<file path="config.mk">
export PLATFORM = sky130hd
export DESIGN_NAME = scc_clock_ctrl
export DESIGN_NICKNAME = d
export VERILOG_FILES = /design/src/scc_pkg.sv /design/src/scc_tick_div.sv /design/src/scc_clock_ctrl.sv
export SDC_FILE = /design/constraint.sdc
export NUM_CORES = 1
export LEC_CHECK = 0
export BUFFER_PORTS_ARGS = -buffer_cell sky130_fd_sc_hd__buf_2
export CORE_UTILIZATION = 53
export DETAILED_ROUTE_END_ITERATION = 7
export PLACE_DENSITY_LB_ADDON = 0.25
export SLEW_MARGIN = 0
export SYNTH_ARGS = -nofsm -noshare
export SYNTH_HDL_FRONTEND = slang
export SYNTH_SLANG_ARGS = --single-unit
</file>
<file path="constraint.sdc">
create_clock -name i_sys_clk -period 1.9 [get_ports i_sys_clk]
set_input_delay 0.095 -clock i_sys_clk [delete_from_list [all_inputs] [get_ports i_sys_clk]]
set_output_delay 0.095 -clock i_sys_clk [all_outputs]
set_load 0.01 [all_outputs]
</file>
<file path="src/scc_pkg.sv">
package scc_pkg;
  // ==========================================================
  // register addresses
  localparam logic [7:0] EXT_OSC_CONTROL_ADDR = 8'hB1;
  localparam logic [7:0] INT_OSC_CONTROL_ADDR = 8'hB2;
  localparam logic [7:0] INT_OSC_CAL_ADDR     = 8'hB3;
  localparam logic [7:0] FLASH_TIMING_ADDR    = 8'hB6;
  // ==========================================================
  // field positions
  localparam int INT_EN_BIT      = 7;
  localparam int INT_RDY_BIT     = 6;
  localparam int INT_DIV_LSB     = 0;
  localparam int XTL_VALID_BIT   = 7;
  localparam int EXT_TYPE_LSB    = 4;
  localparam int EXT_FCTL_LSB    = 0;
  localparam int FLASH_RT_BIT    = 4;
  localparam int CAL_W           = 7;
  // ==========================================================
  // reset values
  localparam logic [7:0] INT_OSC_CONTROL_RST = 8'hC0;
  localparam logic [1:0] INT_DIV_RST         = 2'h0;
  localparam logic [2:0] EXT_TYPE_RST        = 3'h0;
  localparam logic [2:0] EXT_FCTL_RST        = 3'h0;
  localparam logic       FLASH_RT_RST        = 1'b0;
  // ==========================================================
  // external oscillator mode codes
  localparam logic [2:0] EXT_CMOS       = 3'h2;
  localparam logic [2:0] EXT_CMOS_HALF  = 3'h3;
  localparam logic [2:0] EXT_RC         = 3'h4;
  localparam logic [2:0] EXT_CAP        = 3'h5;
  localparam logic [2:0] EXT_XTAL       = 3'h6;
  localparam logic [2:0] EXT_XTAL_HALF  = 3'h7;
  // ==========================================================
  // divider ratios minus one
  localparam logic [2:0] EXT_DIV8_M1    = 3'h7;
  localparam logic [2:0] EXT_HALF_M1    = 3'h1;
  localparam logic [2:0] EXT_FULL_M1    = 3'h0;
  // ==========================================================
  // core clock sources
  typedef enum logic [1:0] {
    SRC_INTERNAL,
    SRC_EXTERNAL,
    SRC_MULTIPLIER,
    SRC_SPARE
  } scc_src_e;
endpackage : scc_pkg

</file>
<file path="src/scc_tick_div.sv">
`timescale 1ns/1ps
module scc_tick_div
  import scc_pkg::*;
#(
  parameter int W = 3
) (
  input  wire logic         i_sys_clk,
  input  wire logic         i_rstn,
  input  wire logic         i_tick,
  input  wire logic [W-1:0] i_ratio_m1,
  output logic              o_tick
);
  // ==========================================================
  // checks
  if (W < 1) begin : g_bad_w
    $error("scc_tick_div: W must be at least 1");
  end
  // ==========================================================
  // counter, ratio taken only at wrap so no short period
  logic [W-1:0] cnt_r;
  logic [W-1:0] ratio_r;
  logic [W-1:0] cnt_nxt;
  logic [W-1:0] ratio_nxt;
  logic         wrap;
  logic         tick_nxt;

  assign wrap      = i_tick && (cnt_r >= ratio_r);
  assign cnt_nxt   = !i_tick ? cnt_r : (wrap ? '0 : W'(cnt_r + 1'b1));
  assign ratio_nxt = wrap ? i_ratio_m1 : ratio_r;
  assign tick_nxt  = wrap;

  always_ff @(posedge i_sys_clk or negedge i_rstn) begin
    if (!i_rstn) begin
      cnt_r   <= '0;
      ratio_r <= '0;
      o_tick  <= 1'b0;
    end else begin
      cnt_r   <= cnt_nxt;
      ratio_r <= ratio_nxt;
      o_tick  <= tick_nxt;
    end
  end
endmodule : scc_tick_div

</file>
<file path="src/scc_clock_ctrl.sv">
`timescale 1ns/1ps
// Function
// RL1 - after reset the core clock runs from the internal oscillator
// RL2 - internal oscillator divided by 8, 4, 2 or 1 per divide select code
// RL3 - divide select resets to eight; control register resets to 11000000
// RL4 - control bit 7 enables the internal oscillator
// RL5 - bit 6 reads 1 only while internal oscillator runs at programmed rate
// RL6 - control bits 5 to 2 read zero and ignore writes
// RL7 - seven-bit calibration sets period; factory reset value; bit 7 reads zero
// RL8 - core clock chosen from internal, external or multiplier clocks
// RL9 - crystal modes claim both oscillator pins; other modes only second pin
// RL10 - software keeps crossbar off oscillator pins and sets their input mode
// RL11 - external clock divided by eight offered to timers and counter array
// RL12 - that divided clock is synchronised, jitter within half a core cycle
// RL13 - user keeps external clock no faster than core clock in that use
// RL14 - flash read time bit 4: 0 up to 25 MHz, 1 up to 50 MHz
// RL15 - flash timing reserved bits read zero, software writes zero
// RL16 - software picks oscillator type and frequency control before use
// RL17 - three-bit external mode field encodes off, cmos, rc, capacitor, crystal
// RL18 - crystal valid flag reads 1 only with crystal mode running stable
// RL19 - changing divide select never makes a shortened clock pulse
// RL20 - writes act on the next edge; reads show current flag state
module scc_clock_ctrl
  import scc_pkg::*;
#(
  parameter logic [CAL_W-1:0] CAL_RESET = 7'h40,
  parameter int               DIV_W     = 3
) (
  input  wire logic         i_sys_clk,
  input  wire logic         i_rstn,
  input  wire logic [7:0]   i_sfr_addr,
  input  wire logic         i_sfr_wr,
  input  wire logic [7:0]   i_sfr_wdata,
  input  wire logic         i_sfr_rd,
  output logic [7:0]        o_sfr_rdata,
  input  wire logic         i_int_osc_tick,
  input  wire logic         i_int_osc_settled,
  input  wire logic         i_xtal_two_level,
  input  wire logic         i_xtal_stable,
  input  wire logic         i_mult_tick,
  input  wire logic [1:0]   i_core_src_sel,
  output logic              o_core_clk_en,
  output logic              o_ext_div8_en,
  output logic              o_int_osc_enable,
  output logic [CAL_W-1:0]  o_int_osc_cal,
  output logic [2:0]        o_ext_osc_type,
  output logic [2:0]        o_ext_freq_control,
  output logic              o_ext_drive_en,
  output logic              o_crystal_pin_one_used,
  output logic              o_crystal_pin_two_used,
  output logic              o_flash_read_time
);
  // ==========================================================
  // checks
  if (DIV_W < 3) begin : g_bad_div
    $error("scc_clock_ctrl: DIV_W must be at least 3");
  end

  // ==========================================================
  // decode
  function automatic logic [2:0] div_m1(input logic [1:0] code);
    case (code)
      2'h0:    div_m1 = 3'h7;
      2'h1:    div_m1 = 3'h3;
      2'h2:    div_m1 = 3'h1;
      default: div_m1 = 3'h0;
    endcase
  endfunction : div_m1

  function automatic logic is_crystal(input logic [2:0] mode);
    is_crystal = (mode == EXT_XTAL) || (mode == EXT_XTAL_HALF);
  endfunction : is_crystal

  logic wr_int_ctl;
  logic wr_cal;
  logic wr_ext_ctl;
  logic wr_flash;
  assign wr_int_ctl = i_sfr_wr && (i_sfr_addr == INT_OSC_CONTROL_ADDR);
  assign wr_cal     = i_sfr_wr && (i_sfr_addr == INT_OSC_CAL_ADDR);
  assign wr_ext_ctl = i_sfr_wr && (i_sfr_addr == EXT_OSC_CONTROL_ADDR);
  assign wr_flash   = i_sfr_wr && (i_sfr_addr == FLASH_TIMING_ADDR);

  // ==========================================================
  // registers
  logic             int_en_r;
  logic [1:0]       int_div_r;
  logic [CAL_W-1:0] cal_r;
  logic [2:0]       ext_type_r;
  logic [2:0]       ext_fctl_r;
  logic             flash_rt_r;
  logic             int_rdy_r;
  logic             xtl_valid_r;

  logic             int_en_nxt;
  logic [1:0]       int_div_nxt;
  logic [CAL_W-1:0] cal_nxt;
  logic [2:0]       ext_type_nxt;
  logic [2:0]       ext_fctl_nxt;
  logic             flash_rt_nxt;
  logic             int_rdy_nxt;
  logic             xtl_valid_nxt;

  assign int_en_nxt   = wr_int_ctl ? i_sfr_wdata[INT_EN_BIT] : int_en_r; // see RL4 RL20
  assign int_div_nxt  = wr_int_ctl ? i_sfr_wdata[INT_DIV_LSB +: 2] : int_div_r; // see RL2
  assign cal_nxt      = wr_cal ? i_sfr_wdata[CAL_W-1:0] : cal_r; // see RL7
  assign ext_type_nxt = wr_ext_ctl ? i_sfr_wdata[EXT_TYPE_LSB +: 3] : ext_type_r; // see RL17
  assign ext_fctl_nxt = wr_ext_ctl ? i_sfr_wdata[EXT_FCTL_LSB +: 3] : ext_fctl_r;
  assign flash_rt_nxt = wr_flash ? i_sfr_wdata[FLASH_RT_BIT] : flash_rt_r; // see RL14 RL15

  // ready needs the oscillator enabled and settled at its set rate
  assign int_rdy_nxt   = int_en_nxt && i_int_osc_settled && !wr_cal; // see RL5
  // crystal valid only in crystal modes with amplitude detector stable
  assign xtl_valid_nxt = is_crystal(ext_type_nxt) && i_xtal_stable; // see RL18

  // cal is loaded with a fixed constant only; no port value under reset
  always_ff @(posedge i_sys_clk or negedge i_rstn) begin
    if (!i_rstn) begin
      int_en_r    <= INT_OSC_CONTROL_RST[INT_EN_BIT]; // see RL3
      int_div_r   <= INT_DIV_RST; // see RL3
      cal_r       <= CAL_RESET; // see RL7
      ext_type_r  <= EXT_TYPE_RST;
      ext_fctl_r  <= EXT_FCTL_RST;
      flash_rt_r  <= FLASH_RT_RST;
      int_rdy_r   <= INT_OSC_CONTROL_RST[INT_RDY_BIT]; // see RL3
      xtl_valid_r <= 1'b0;
    end else begin
      int_en_r    <= int_en_nxt;
      int_div_r   <= int_div_nxt;
      cal_r       <= cal_nxt;
      ext_type_r  <= ext_type_nxt;
      ext_fctl_r  <= ext_fctl_nxt;
      flash_rt_r  <= flash_rt_nxt;
      int_rdy_r   <= int_rdy_nxt;
      xtl_valid_r <= xtl_valid_nxt;
    end
  end

  // ==========================================================
  // read back
  logic [7:0] rd_int_ctl;
  logic [7:0] rd_cal;
  logic [7:0] rd_ext_ctl;
  logic [7:0] rd_flash;
  logic [7:0] rd_mux;
  assign rd_int_ctl = {int_en_r, int_rdy_r, 4'h0, int_div_r}; // see RL4 RL5 RL6
  assign rd_cal     = {1'b0, cal_r}; // see RL7
  assign rd_ext_ctl = {xtl_valid_r, ext_type_r, 1'b0, ext_fctl_r};
  assign rd_flash   = {3'h0, flash_rt_r, 4'h0}; // see RL15
  assign rd_mux     = (i_sfr_addr == INT_OSC_CONTROL_ADDR) ? rd_int_ctl :
                      (i_sfr_addr == INT_OSC_CAL_ADDR)     ? rd_cal     :
                      (i_sfr_addr == EXT_OSC_CONTROL_ADDR) ? rd_ext_ctl :
                      (i_sfr_addr == FLASH_TIMING_ADDR)    ? rd_flash   : 8'h00;

  always_ff @(posedge i_sys_clk or negedge i_rstn) begin
    if (!i_rstn) begin
      o_sfr_rdata <= 8'h00;
    end else if (i_sfr_rd) begin
      o_sfr_rdata <= rd_mux; // see RL20
    end
  end

  // ==========================================================
  // internal oscillator path
  logic             int_tick;
  logic             int_div_tick;
  logic [DIV_W-1:0] int_ratio;
  assign int_tick  = i_int_osc_tick && int_en_r; // see RL4
  assign int_ratio = DIV_W'(div_m1(int_div_r)); // see RL2

  scc_tick_div #(.W(DIV_W)) u_int_div (
    .i_sys_clk  (i_sys_clk),
    .i_rstn     (i_rstn),
    .i_tick     (int_tick),
    .i_ratio_m1 (int_ratio),
    .o_tick     (int_div_tick)
  ); // see RL19

  // ==========================================================
  // external oscillator path
  logic       ext_on;
  logic       ext_half;
  logic       ext_lvl_r;
  logic       ext_edge;
  logic       ext_tick;
  logic       ext_div8_tick;
  logic [2:0] ext_ratio;
  assign ext_on    = ext_type_r[2] || ext_type_r[1]; // see RL17
  assign ext_half  = (ext_type_r == EXT_CMOS_HALF) || (ext_type_r == EXT_XTAL_HALF);
  assign ext_ratio = ext_half ? EXT_HALF_M1 : EXT_FULL_M1;
  assign ext_edge  = ext_on && i_xtal_two_level && !ext_lvl_r;

  always_ff @(posedge i_sys_clk or negedge i_rstn) begin
    if (!i_rstn) begin
      ext_lvl_r <= 1'b0;
    end else begin
      ext_lvl_r <= i_xtal_two_level;
    end
  end

  scc_tick_div #(.W(3)) u_ext_half (
    .i_sys_clk  (i_sys_clk),
    .i_rstn     (i_rstn),
    .i_tick     (ext_edge),
    .i_ratio_m1 (ext_ratio),
    .o_tick     (ext_tick)
  );

  // each pulse lands on an i_sys_clk edge, so jitter stays inside one cycle
  scc_tick_div #(.W(3)) u_ext_div8 (
    .i_sys_clk  (i_sys_clk),
    .i_rstn     (i_rstn),
    .i_tick     (ext_tick),
    .i_ratio_m1 (EXT_DIV8_M1),
    .o_tick     (ext_div8_tick)
  ); // see RL11 RL12

  // ==========================================================
  // core clock source select
  scc_src_e src;
  logic     core_nxt;
  assign src = scc_src_e'(i_core_src_sel);
  always_comb begin
    case (src)
      SRC_INTERNAL:   core_nxt = int_div_tick; // see RL1
      SRC_EXTERNAL:   core_nxt = ext_tick; // see RL8
      SRC_MULTIPLIER: core_nxt = i_mult_tick;
      default:        core_nxt = int_div_tick;
    endcase
  end

  always_ff @(posedge i_sys_clk or negedge i_rstn) begin
    if (!i_rstn) begin
      o_core_clk_en <= 1'b0;
      o_ext_div8_en <= 1'b0;
    end else begin
      o_core_clk_en <= core_nxt;
      o_ext_div8_en <= ext_div8_tick;
    end
  end

  // ==========================================================
  // outputs
  assign o_int_osc_enable       = int_en_r;
  assign o_int_osc_cal          = cal_r;
  assign o_ext_osc_type         = ext_type_r;
  assign o_ext_freq_control     = ext_fctl_r;
  assign o_ext_drive_en         = ext_on;
  assign o_crystal_pin_one_used = is_crystal(ext_type_r); // see RL9
  assign o_crystal_pin_two_used = ext_on; // see RL9
  assign o_flash_read_time      = flash_rt_r; // see RL14
endmodule : scc_clock_ctrl

</file>
After elaboration in Yosys (flattened, before gate mapping)
Index checks and enable logic that the tools add are counted.
Cells by class
  $add $sub $neg: 3
  magnitude comparators: 3
  eq/ne operators: 13
  muxes and demuxes: 12
  reduce and logical (&&, ||, !) cells: 20
Operator list (count)
  $eq A8 B8 Y1 const B: 4
  $mux W8: 3
  $logic_and A1 B1 Y1: 13
  $eq A3 B3 Y1 const B: 4
  $mux W3: 4
  $add A3 B1 Y3 const B: 3
  $ge A3 B3 Y1: 3
  $pmux W3 S3: 1
  $mux W5: 1
  $eq A2 B1 Y1 const B: 2
  $eq A2 B2 Y1 const B: 2
  $logic_or A1 B1 Y1: 4
  $eq A3 B2 Y1 const B: 1
  $logic_not A1 Y1: 2
  $logic_not A2 Y1: 1
  $mux W1: 2
  $pmux W1 S2: 1
Storage, ports and cells
  register bits: 49
  input port bits: 27
  output and inout bits: 28

Depth between registers and ports, before layout
Gate-level depths: netlist of run 1.
  depth in word-level cells: 6
  depth in mapped cells: 6
  gate-level depth less buffers: 6

Cells and area by module
From an unflattened synthesis of run 1, not the netlist that was laid out.
Second synthesis, totals
  cells, all modules: 212
  area total of the unflattened synthesis: 2618.8 µm²
Modules (own cells, without submodules)
  scc_clock_ctrl: times used 1, cells an instance 116, area each 1451.4 µm², sequential area each 754.5 µm²
  scc_tick_div: times used 3, cells an instance 32, area each 389.1 µm², sequential area each 175.2 µm²

Least setup slack after synthesis of run 1
Ideal clock, no wire load.
  path kind: flip-flop to flip-flop
  start: register u_ext_div8.ratio_r[0] (netlist name)
  end: register u_ext_div8.ratio_r[0] (netlist name)
  data arrival time: 1.401 ns
  required time: 1.773 ns
  path slack: 0.372 ns
  stages on the path, launching flop included: 7
  path buffers: 0
  path through: dfrtp_1 -> inv_1 -> ha_1 -> a21oi_1 -> o21ai_0 -> and2_1 -> or2_2
Between the ends
  longest elaborated chain between the ends: 2
RTL lines
  $ge A3 B3 Y1: RTL line scc_tick_div.sv:27  | assign wrap = i_tick && (cnt_r >= ratio_r);
  $logic_and A1 B1 Y1: RTL line scc_tick_div.sv:27
  named net u_ext_div8.tick_nxt: RTL line scc_tick_div.sv:25  | logic tick_nxt;
The timed path passes the listed nets, and every way through them passes these cells.
A chain may end at the register's enable or synchronous reset.

Worst setup path after layout of run 1
  start: register u_ext_div8.ratio_r[0] (netlist name)
  end: register u_ext_div8.ratio_r[0] (netlist name)
Between the ends
  longest elaborated chain between the ends: 2
RTL lines (RTL line)
  $ge A3 B3 Y1: scc_tick_div.sv:27
  $logic_and A1 B1 Y1: scc_tick_div.sv:27
  named net u_ext_div8.tick_nxt: scc_tick_div.sv:25
The timed path passes the listed nets, and every way through them passes these cells.

==> out/metrics.csv, run 1 <==
metric,value,unit
final_cell_mix,"54 x buf_2, 44 x dfrtp_1, 22 x mux2_2, 21 x nand2_1, 18 x inv_1",
r2r_end,u_ext_div8.ratio_r[0],
crit_chain,inv_1 > ha_1 > a21oi_1 > o21ai_0 > and2_1 > or2_2,
die_x,67.7,µm
slew_headroom,61.0,%
hp-class,in2reg,
cpLargestDelayFamily,simple AND/OR/NAND/NOR gates,
totalWireLength,4350,µm
setup_violations,0,
routedWlPerCell,13.9,µm
min_path_cells,2,
clkLatencyLatePin,300,ps
io_pins,55,
cp_slowest_stage_delay,380,ps
die_area,0.00459,mm²
maxSlewViolCount,0,
antenna_cells,0,
dr.pass1.iters,4,
drt_iter0_drc,58,
fin_tns_setup,0,ps
layout_commonest_cell,buf_2,
whs,3.56,ps
post_cts_buffers,0,
power.density,844,mW/mm²
remaining_drc_errors,0,
via_count,1683,
fin_worst_skew,2.22,ps
min_to,int_rdy_r,
viasPerCell,5.36,
critical_path_arrival,1890,ps
crit_buf_inv,1,
finalCriticalPeriod,1700,ps
area_growth,21.1,%
p_clk_share,36.5,%
syn_area,0.00229,mm²
internal_power,1760,µW
root_buffer,clkbuf_8,
synth_cells,201,
synth.distinct_cells,42,
power_leakage,0.00151,µW
path_class,reg2reg,
p_comb_share,14.9,%
yosysWarnings,0,
cts_buffers,5,
status,"finished, final reports clean",
drive_gt1_share,37.1,%
die_y,67.7,µm
start_util,56.0,%
cp-startpoint,u_ext_div8.ratio_r[0],
io_buffers,54,
startpoint_type,flip-flop,
grt_overflow,0,
cp-end-kind,flip-flop,
dp_hpwl,3280,µm
gp_congestion,0.794,
power.total,2340,µW
r2r-start,u_ext_div8.ratio_r[0],
grt_usage,21.3,%
grt_pass1_vias,1603,
ys_seq_area_share,51.5,%
grt_max_degree,28,
min_period_over_period,89.7,%
hold_start,i_int_osc_settled,
grt_pass1_wl,7030,µm
path_clk_slew,80,ps
tightest_slew,585,ps
avgSynthCellArea,11.4,µm²
synth-seq-cells,47,
fmax,0.587,GHz
detail-route-antenna-nets,0,
clock_sinks,47,
htree_levels,2,
rrSetupSlack,200,ps
synth_fp_nets,240,
cap_violations,0,
placed_cell_area,0.00262,mm²
rr_worst_depth,6,
required,2090,ps
p_sw,576,µW
coreArea,0.00409,mm²
cts_buffer_depth,2,
cts_tree,done,
rows,23,
antenna_found_initial,0,
swShare,24.6,%
final_cell_area,0.00277,mm²
finalHoldViolCount,0,
final_nets,302,
slowest_stage,dfrtp_1,
critical_path.max_fanout,5,
rsz0062_at_grt,false,
power_frac_seq,48.6,%
ir_drop,0.518,mV
how the worst max path moves through the flow:
stage	endpoint	cells after the start	slack (ps)
after floorplan	u_ext_div8.ratio_r[0]	6	370
after global placement	u_ext_div8.ratio_r[0]	6	280
after detailed placement	u_ext_div8.ratio_r[0]	6	240
after CTS	u_ext_div8.ratio_r[0]	6	200
after global routing	u_ext_div8.ratio_r[0]	6	60
final	u_ext_div8.ratio_r[0]	6	200
repair_timing:
item | in CTS | in global routing
hold endpoints to repair | 24 | 0
resized for setup | 0 | 0
hold buffers | 2 | 0
endpoints found under the setup margin | 0 | 0
cells in the mapped netlist:
master / n / area share (%)
clkbuf_1: 1 / 0.16
nand2_4: 1 / 0.49
ha_1: 12 / 6.6
nor3_1: 2 / 0.44
a22oi_1: 4 / 1.3
o22ai_1: 7 / 1.9
and2_1: 2 / 0.55
buf_2: 1 / 0.22
inv_1: 18 / 3.0
o21ai_0: 11 / 2.4
nand2_1: 21 / 3.4
buf_6: 1 / 0.49
dfrtp_1: 44 / 48
a21boi_0: 1 / 0.33
mux2_2: 22 / 11
nand3b_1: 2 / 0.66
a21o_1: 2 / 0.66
mux2i_1: 2 / 0.87
o21ai_1: 1 / 0.22
and4b_1: 1 / 0.44
and3_1: 1 / 0.27
mux2_1: 1 / 0.49
or2_2: 1 / 0.27
nor2b_1: 6 / 1.6
a41o_1: 1 / 0.44
a21oi_1: 3 / 0.66
nand3_1: 8 / 1.7
nor3b_1: 1 / 0.33
nor2_8: 1 / 0.87
dfstp_2: 3 / 3.4
or3b_2: 1 / 0.38
a22o_1: 1 / 0.38
nor4b_1: 1 / 0.38
nor3b_4: 1 / 0.82
buf_4: 1 / 0.33
nor3_2: 1 / 0.44
o41ai_1: 1 / 0.38
nand4b_4: 1 / 1.0
nand4b_1: 2 / 0.77
a21bo_2: 1 / 0.44
o31ai_1: 1 / 0.33
nor2_1: 7 / 1.1
per-layer routing:
layer | GRT usage [%] | up-vias | wire, µm
met5 | 0 | - | 0
met4 | 8.78 | 0 | 82
met3 | 6.76 | 7 | 237
met2 | 34.8 | 45 | 2060
met1 | 25.7 | 802 | 1970
li1 | - | 829 | -
logic make-up after synthesis:
family	share of synthesized area [%]
muxes	12.2
and+or+nand+nor	16.1
DFF	51.5
AOI/OAI and AO/OA	9.45
buffers and inverters	4.15
adders and majority gates	6.56
metrics by stage:
stage               util, %  cells  worst slack [ps]
CTS                    67.9    314               204
finish                 67.9    314               195
detailed placement     64.1    304               235
floorplan                 -    201               372
global route           67.9    314              62.9
global placement       64.1    304               284
layout make-up:
class,count,area [µm²]
clock buffer,5,68.8
timing repair buffer,59,313
tap,50,62.6
fill,326,1310
clock inverter,3,67.6
inverter,18,67.6
sequential,47,1180
multi-input combinational,132,1010
power groups by stage:
stage	clock, µW	sequential, µW	combinational [µW]
5_1_grt	912	1150	402
3_5_place_dp	0	1160	349
3_3_place_gp	0	1150	337
4_1_cts	876	1140	354
2_1_floorplan	0	1150	217
6_report	854	1140	348
flip-flops by register name (all words and copies together) (netlist names):
name / count
u_int_div.ratio_r: 3
o_ext_div8_en: 1
u_ext_half.cnt_r: 3
u_ext_div8.ratio_r: 1
int_rdy_r: 1
u_ext_half.ratio_r: 1
int_div_r: 2
u_ext_div8.cnt_r: 3
o_core_clk_en: 1
o_flash_read_time: 1
o_int_osc_enable: 1
o_ext_osc_type: 3
u_ext_half.o_tick: 1
o_sfr_rdata: 8
o_int_osc_cal: 7
ext_lvl_r: 1
u_int_div.cnt_r: 3
o_ext_freq_control: 3
xtl_valid_r: 1
u_ext_div8.o_tick: 1
u_int_div.o_tick: 1
Note: power is estimated with default switching activity, not from simulation.
==> run 2: changes to the inputs <==
Settings changed: ABC_AREA from default to 1, CORE_UTILIZATION 53 to 54.
==> out/metrics.csv, run 2 <==
metric,value,unit,change
status,"finished, final reports clean",,
critical_path.max_fanout,6,,+1
synth_common_cells,"72 x nand2_1, 44 x dfrtp_1, 39 x inv_1",,
yosysTopAreaCellShare,45.5,%,-2.6 points
power.density,958,mW/mm²,+14%
cts-resized-gates,0,,unchanged
synth.distinct_cells,33,,-21%
tightest_slew,568,ps,-17.0 ps
drive_gt1_share,27.2,%,-10 points
die_area,0.00475,mm²,+3.6%
die_x,68.9,µm,+1.8%
grt_usage,22.5,%,+1.3 points
synth_ff_type,dfrtp_1,,
grt_max_degree,25,,-11%
finalCriticalPeriod,1520,ps,-185 ps
path_class,reg2reg,,
cts_buffer_depth,2,,unchanged
dr.pass1.iters,4,,unchanged
coreArea,0.00414,mm²,+1.4%
synth_simple_gate_area_share,26.8,%,+11 points
antenna_found_initial,0,,unchanged
clock_sinks,47,,unchanged
clkLatencyLatePin,300,ps,about the same
die_y,68.9,µm,+1.8%
grt_pass1_vias,1805,,+13%
cp-end-kind,flip-flop,,
root_buffer,clkbuf_8,,
synth-seq-cells,47,,unchanged
setup_violations,0,,unchanged
totalWireLength,4690,µm,+7.8%
fmax,0.658,GHz,+12%
hp-class,in2reg,,
ir_drop,0.495,mV,-4.5%
critical_path_arrival,1750,ps,-140 ps
gp_congestion,0.795,,+0.11%
yosysWarnings,0,,unchanged
synthXorXnorAreaFrac,0.362,%,+0.36 points
antenna_cells,0,,unchanged
regMostFlops,o_sfr_rdata,,
routedWlPerCell,12.2,µm,-12%
fillers,360,,+10%
yosys-top-cells-area,"dfrtp_1 46%, nand2_1 11%, ha_1 6.2%",,
final_nets,373,,+24%
grt_overflow,0,,unchanged
synth.most_common_cell,nand2_1,,
cap_violations,0,,unchanged
finalHoldViolCount,0,,unchanged
via_count,1928,,+15%
startpoint_type,flip-flop,,
drt_iter0_drc,117,,+100%
grt_pass1_wl,7870,µm,+12%
avgSynthCellArea,8.83,µm²,-22%
min_period_over_period,80.0,%,-9.7 points
detail-route-antenna-nets,0,,unchanged
synth_top_family_by_area,simple AND/OR/NAND/NOR gates,,
cts_tree,done,,
synth_adder_area_share,6.20,%,-0.35 points
start_util,58.4,%,+2.4 points
synth_cells,274,,+36%
power_leakage,0.00157,µW,+3.7%
dp_hpwl,3510,µm,+7.0%
required,2130,ps,+40 ps
io_pins,55,,unchanged
viasPerCell,5.01,,-6.6%
io_buffers,54,,unchanged
rows,23,,unchanged
area_growth,17.9,%,
remaining_drc_errors,0,,unchanged
maxSlewViolCount,0,,unchanged
largest_reg_flops,8,,unchanged
synthMuxAreaShare,0,%,-12 points
synth-edff-count,0,,unchanged
cts_buffers,5,,unchanged
fin_worst_skew,11.3,ps,+9.08 ps
ys_seq_area_share,48.8,%,-2.8 points
rsz0062_at_grt,false,,
layout_commonest_cell,nand2_1,,
whs,6.80,ps,+3.24 ps
final_cell_mix,"72 x nand2_1, 54 x buf_2, 44 x dfrtp_1, 39 x inv_1, 21 x nand3_1",,
yosysTopAreaCell,dfrtp_1,,
htree_levels,2,,unchanged
syn_area,0.00242,mm²,+5.7%
synth-compound-area-share,8.63,%,-0.82 points
post-route-util,68.9,%,+0.99 points
path_clk_slew,90,ps,about the same
slew_headroom,62.2,%,+1.1 points
fin_tns_setup,0,ps,unchanged
async_flop_share,100,%,unchanged
synth_fp_nets,313,,+30%
==> run 2: per-stage QoR <==
| step | setup WS (ps) | cells | cell area, µm² | total power [µW] |
|---|---|---|---|---|
| 2_1_floorplan | 546 | 274 | 2420 | 1770 |
| 3_3_place_gp | 476 | 375 | 2720 | 1950 |
| 3_5_place_dp | 413 | 375 | 2720 | 1990 |
| 4_1_cts | 386 | 385 | 2850 | 2750 |
| 5_1_grt | 188 | 385 | 2850 | 2930 |
| 6_report | 380 | 385 | 2850 | 2730 |
==> run 2: metal layers <==
layer	vias up	GRT usage [%]	share of wire [%]
li1	987	-	-
met1	879	28.9	46
met2	57	37.9	49
met3	5	4.28	4.5
met4	0	7.91	1.0
met5	-	0	0
==> run 2: power by group <==
part           switching, µW  internal [µW]
sequential              90.0           1160
clock                    330            426
combinational            437            292
total                    857           1880
==> run 2: cell families (layout without fill, tap and decap cells) <==
kind of cell             count (synthesis)  in the layout
AND/OR/NAND/NOR                        131            131
adder cells (fa/ha/maj)                 12             12
buffers and inverters                   47            108
AO/OA/AOI/OAI                           36             36
flip-flops                              47             47
XOR/XNOR                                 1              1
==> run 2: area by class of cell <==
| type | instances | area (µm²) | share of cell area (%) |
|---|---|---|---|
| inverters | 42 | 160 | 5.61 |
| clock inverters | 2 | 35.0 | 1.23 |
| clock buffers | 6 | 82.6 | 2.89 |
| flip-flops and latches | 47 | 1180 | 41.3 |
| multi-input cells | 180 | 1020 | 35.6 |
| repair buffers | 58 | 318 | 11.1 |
| well taps | 50 | 62.6 | 2.19 |
==> run 2: repair_timing <==
| item | in CTS | in global routing |
|---|---|---|
| buffers inserted | 0 | 0 |
| hold buffers | 2 | 0 |
| endpoints found under the hold margin | 24 | 0 |
| endpoints found under the setup margin | 0 | 0 |
==> run 2: path summary, 6_finish.rpt <==
check	startpoint	endpoint	slack, ps	depth (start not counted)
worst max register to register	u_int_div.ratio_r[2]	u_int_div.ratio_r[2]	380	8
worst min-delay path	i_sfr_wdata[3]	o_int_osc_cal[3]	7	3
max in group asynchronous	i_rstn	o_int_osc_cal[6]	980	3
min in group asynchronous	i_rstn	u_int_div.ratio_r[2]	310	2
worst min register to register	u_ext_div8.o_tick	o_ext_div8_en	350	0
worst max-delay path	u_int_div.ratio_r[2]	u_int_div.ratio_r[2]	380	8
==> run 2: critical path: stages, from the launching register on <==
cell and delay, ps:
dfrtp_1 360, inv_1 40, ha_1 320, a21o_1 190, nor2_1 160, nand2_1 120, nand2_2 120, nand2_1 60
o21ai_0 70
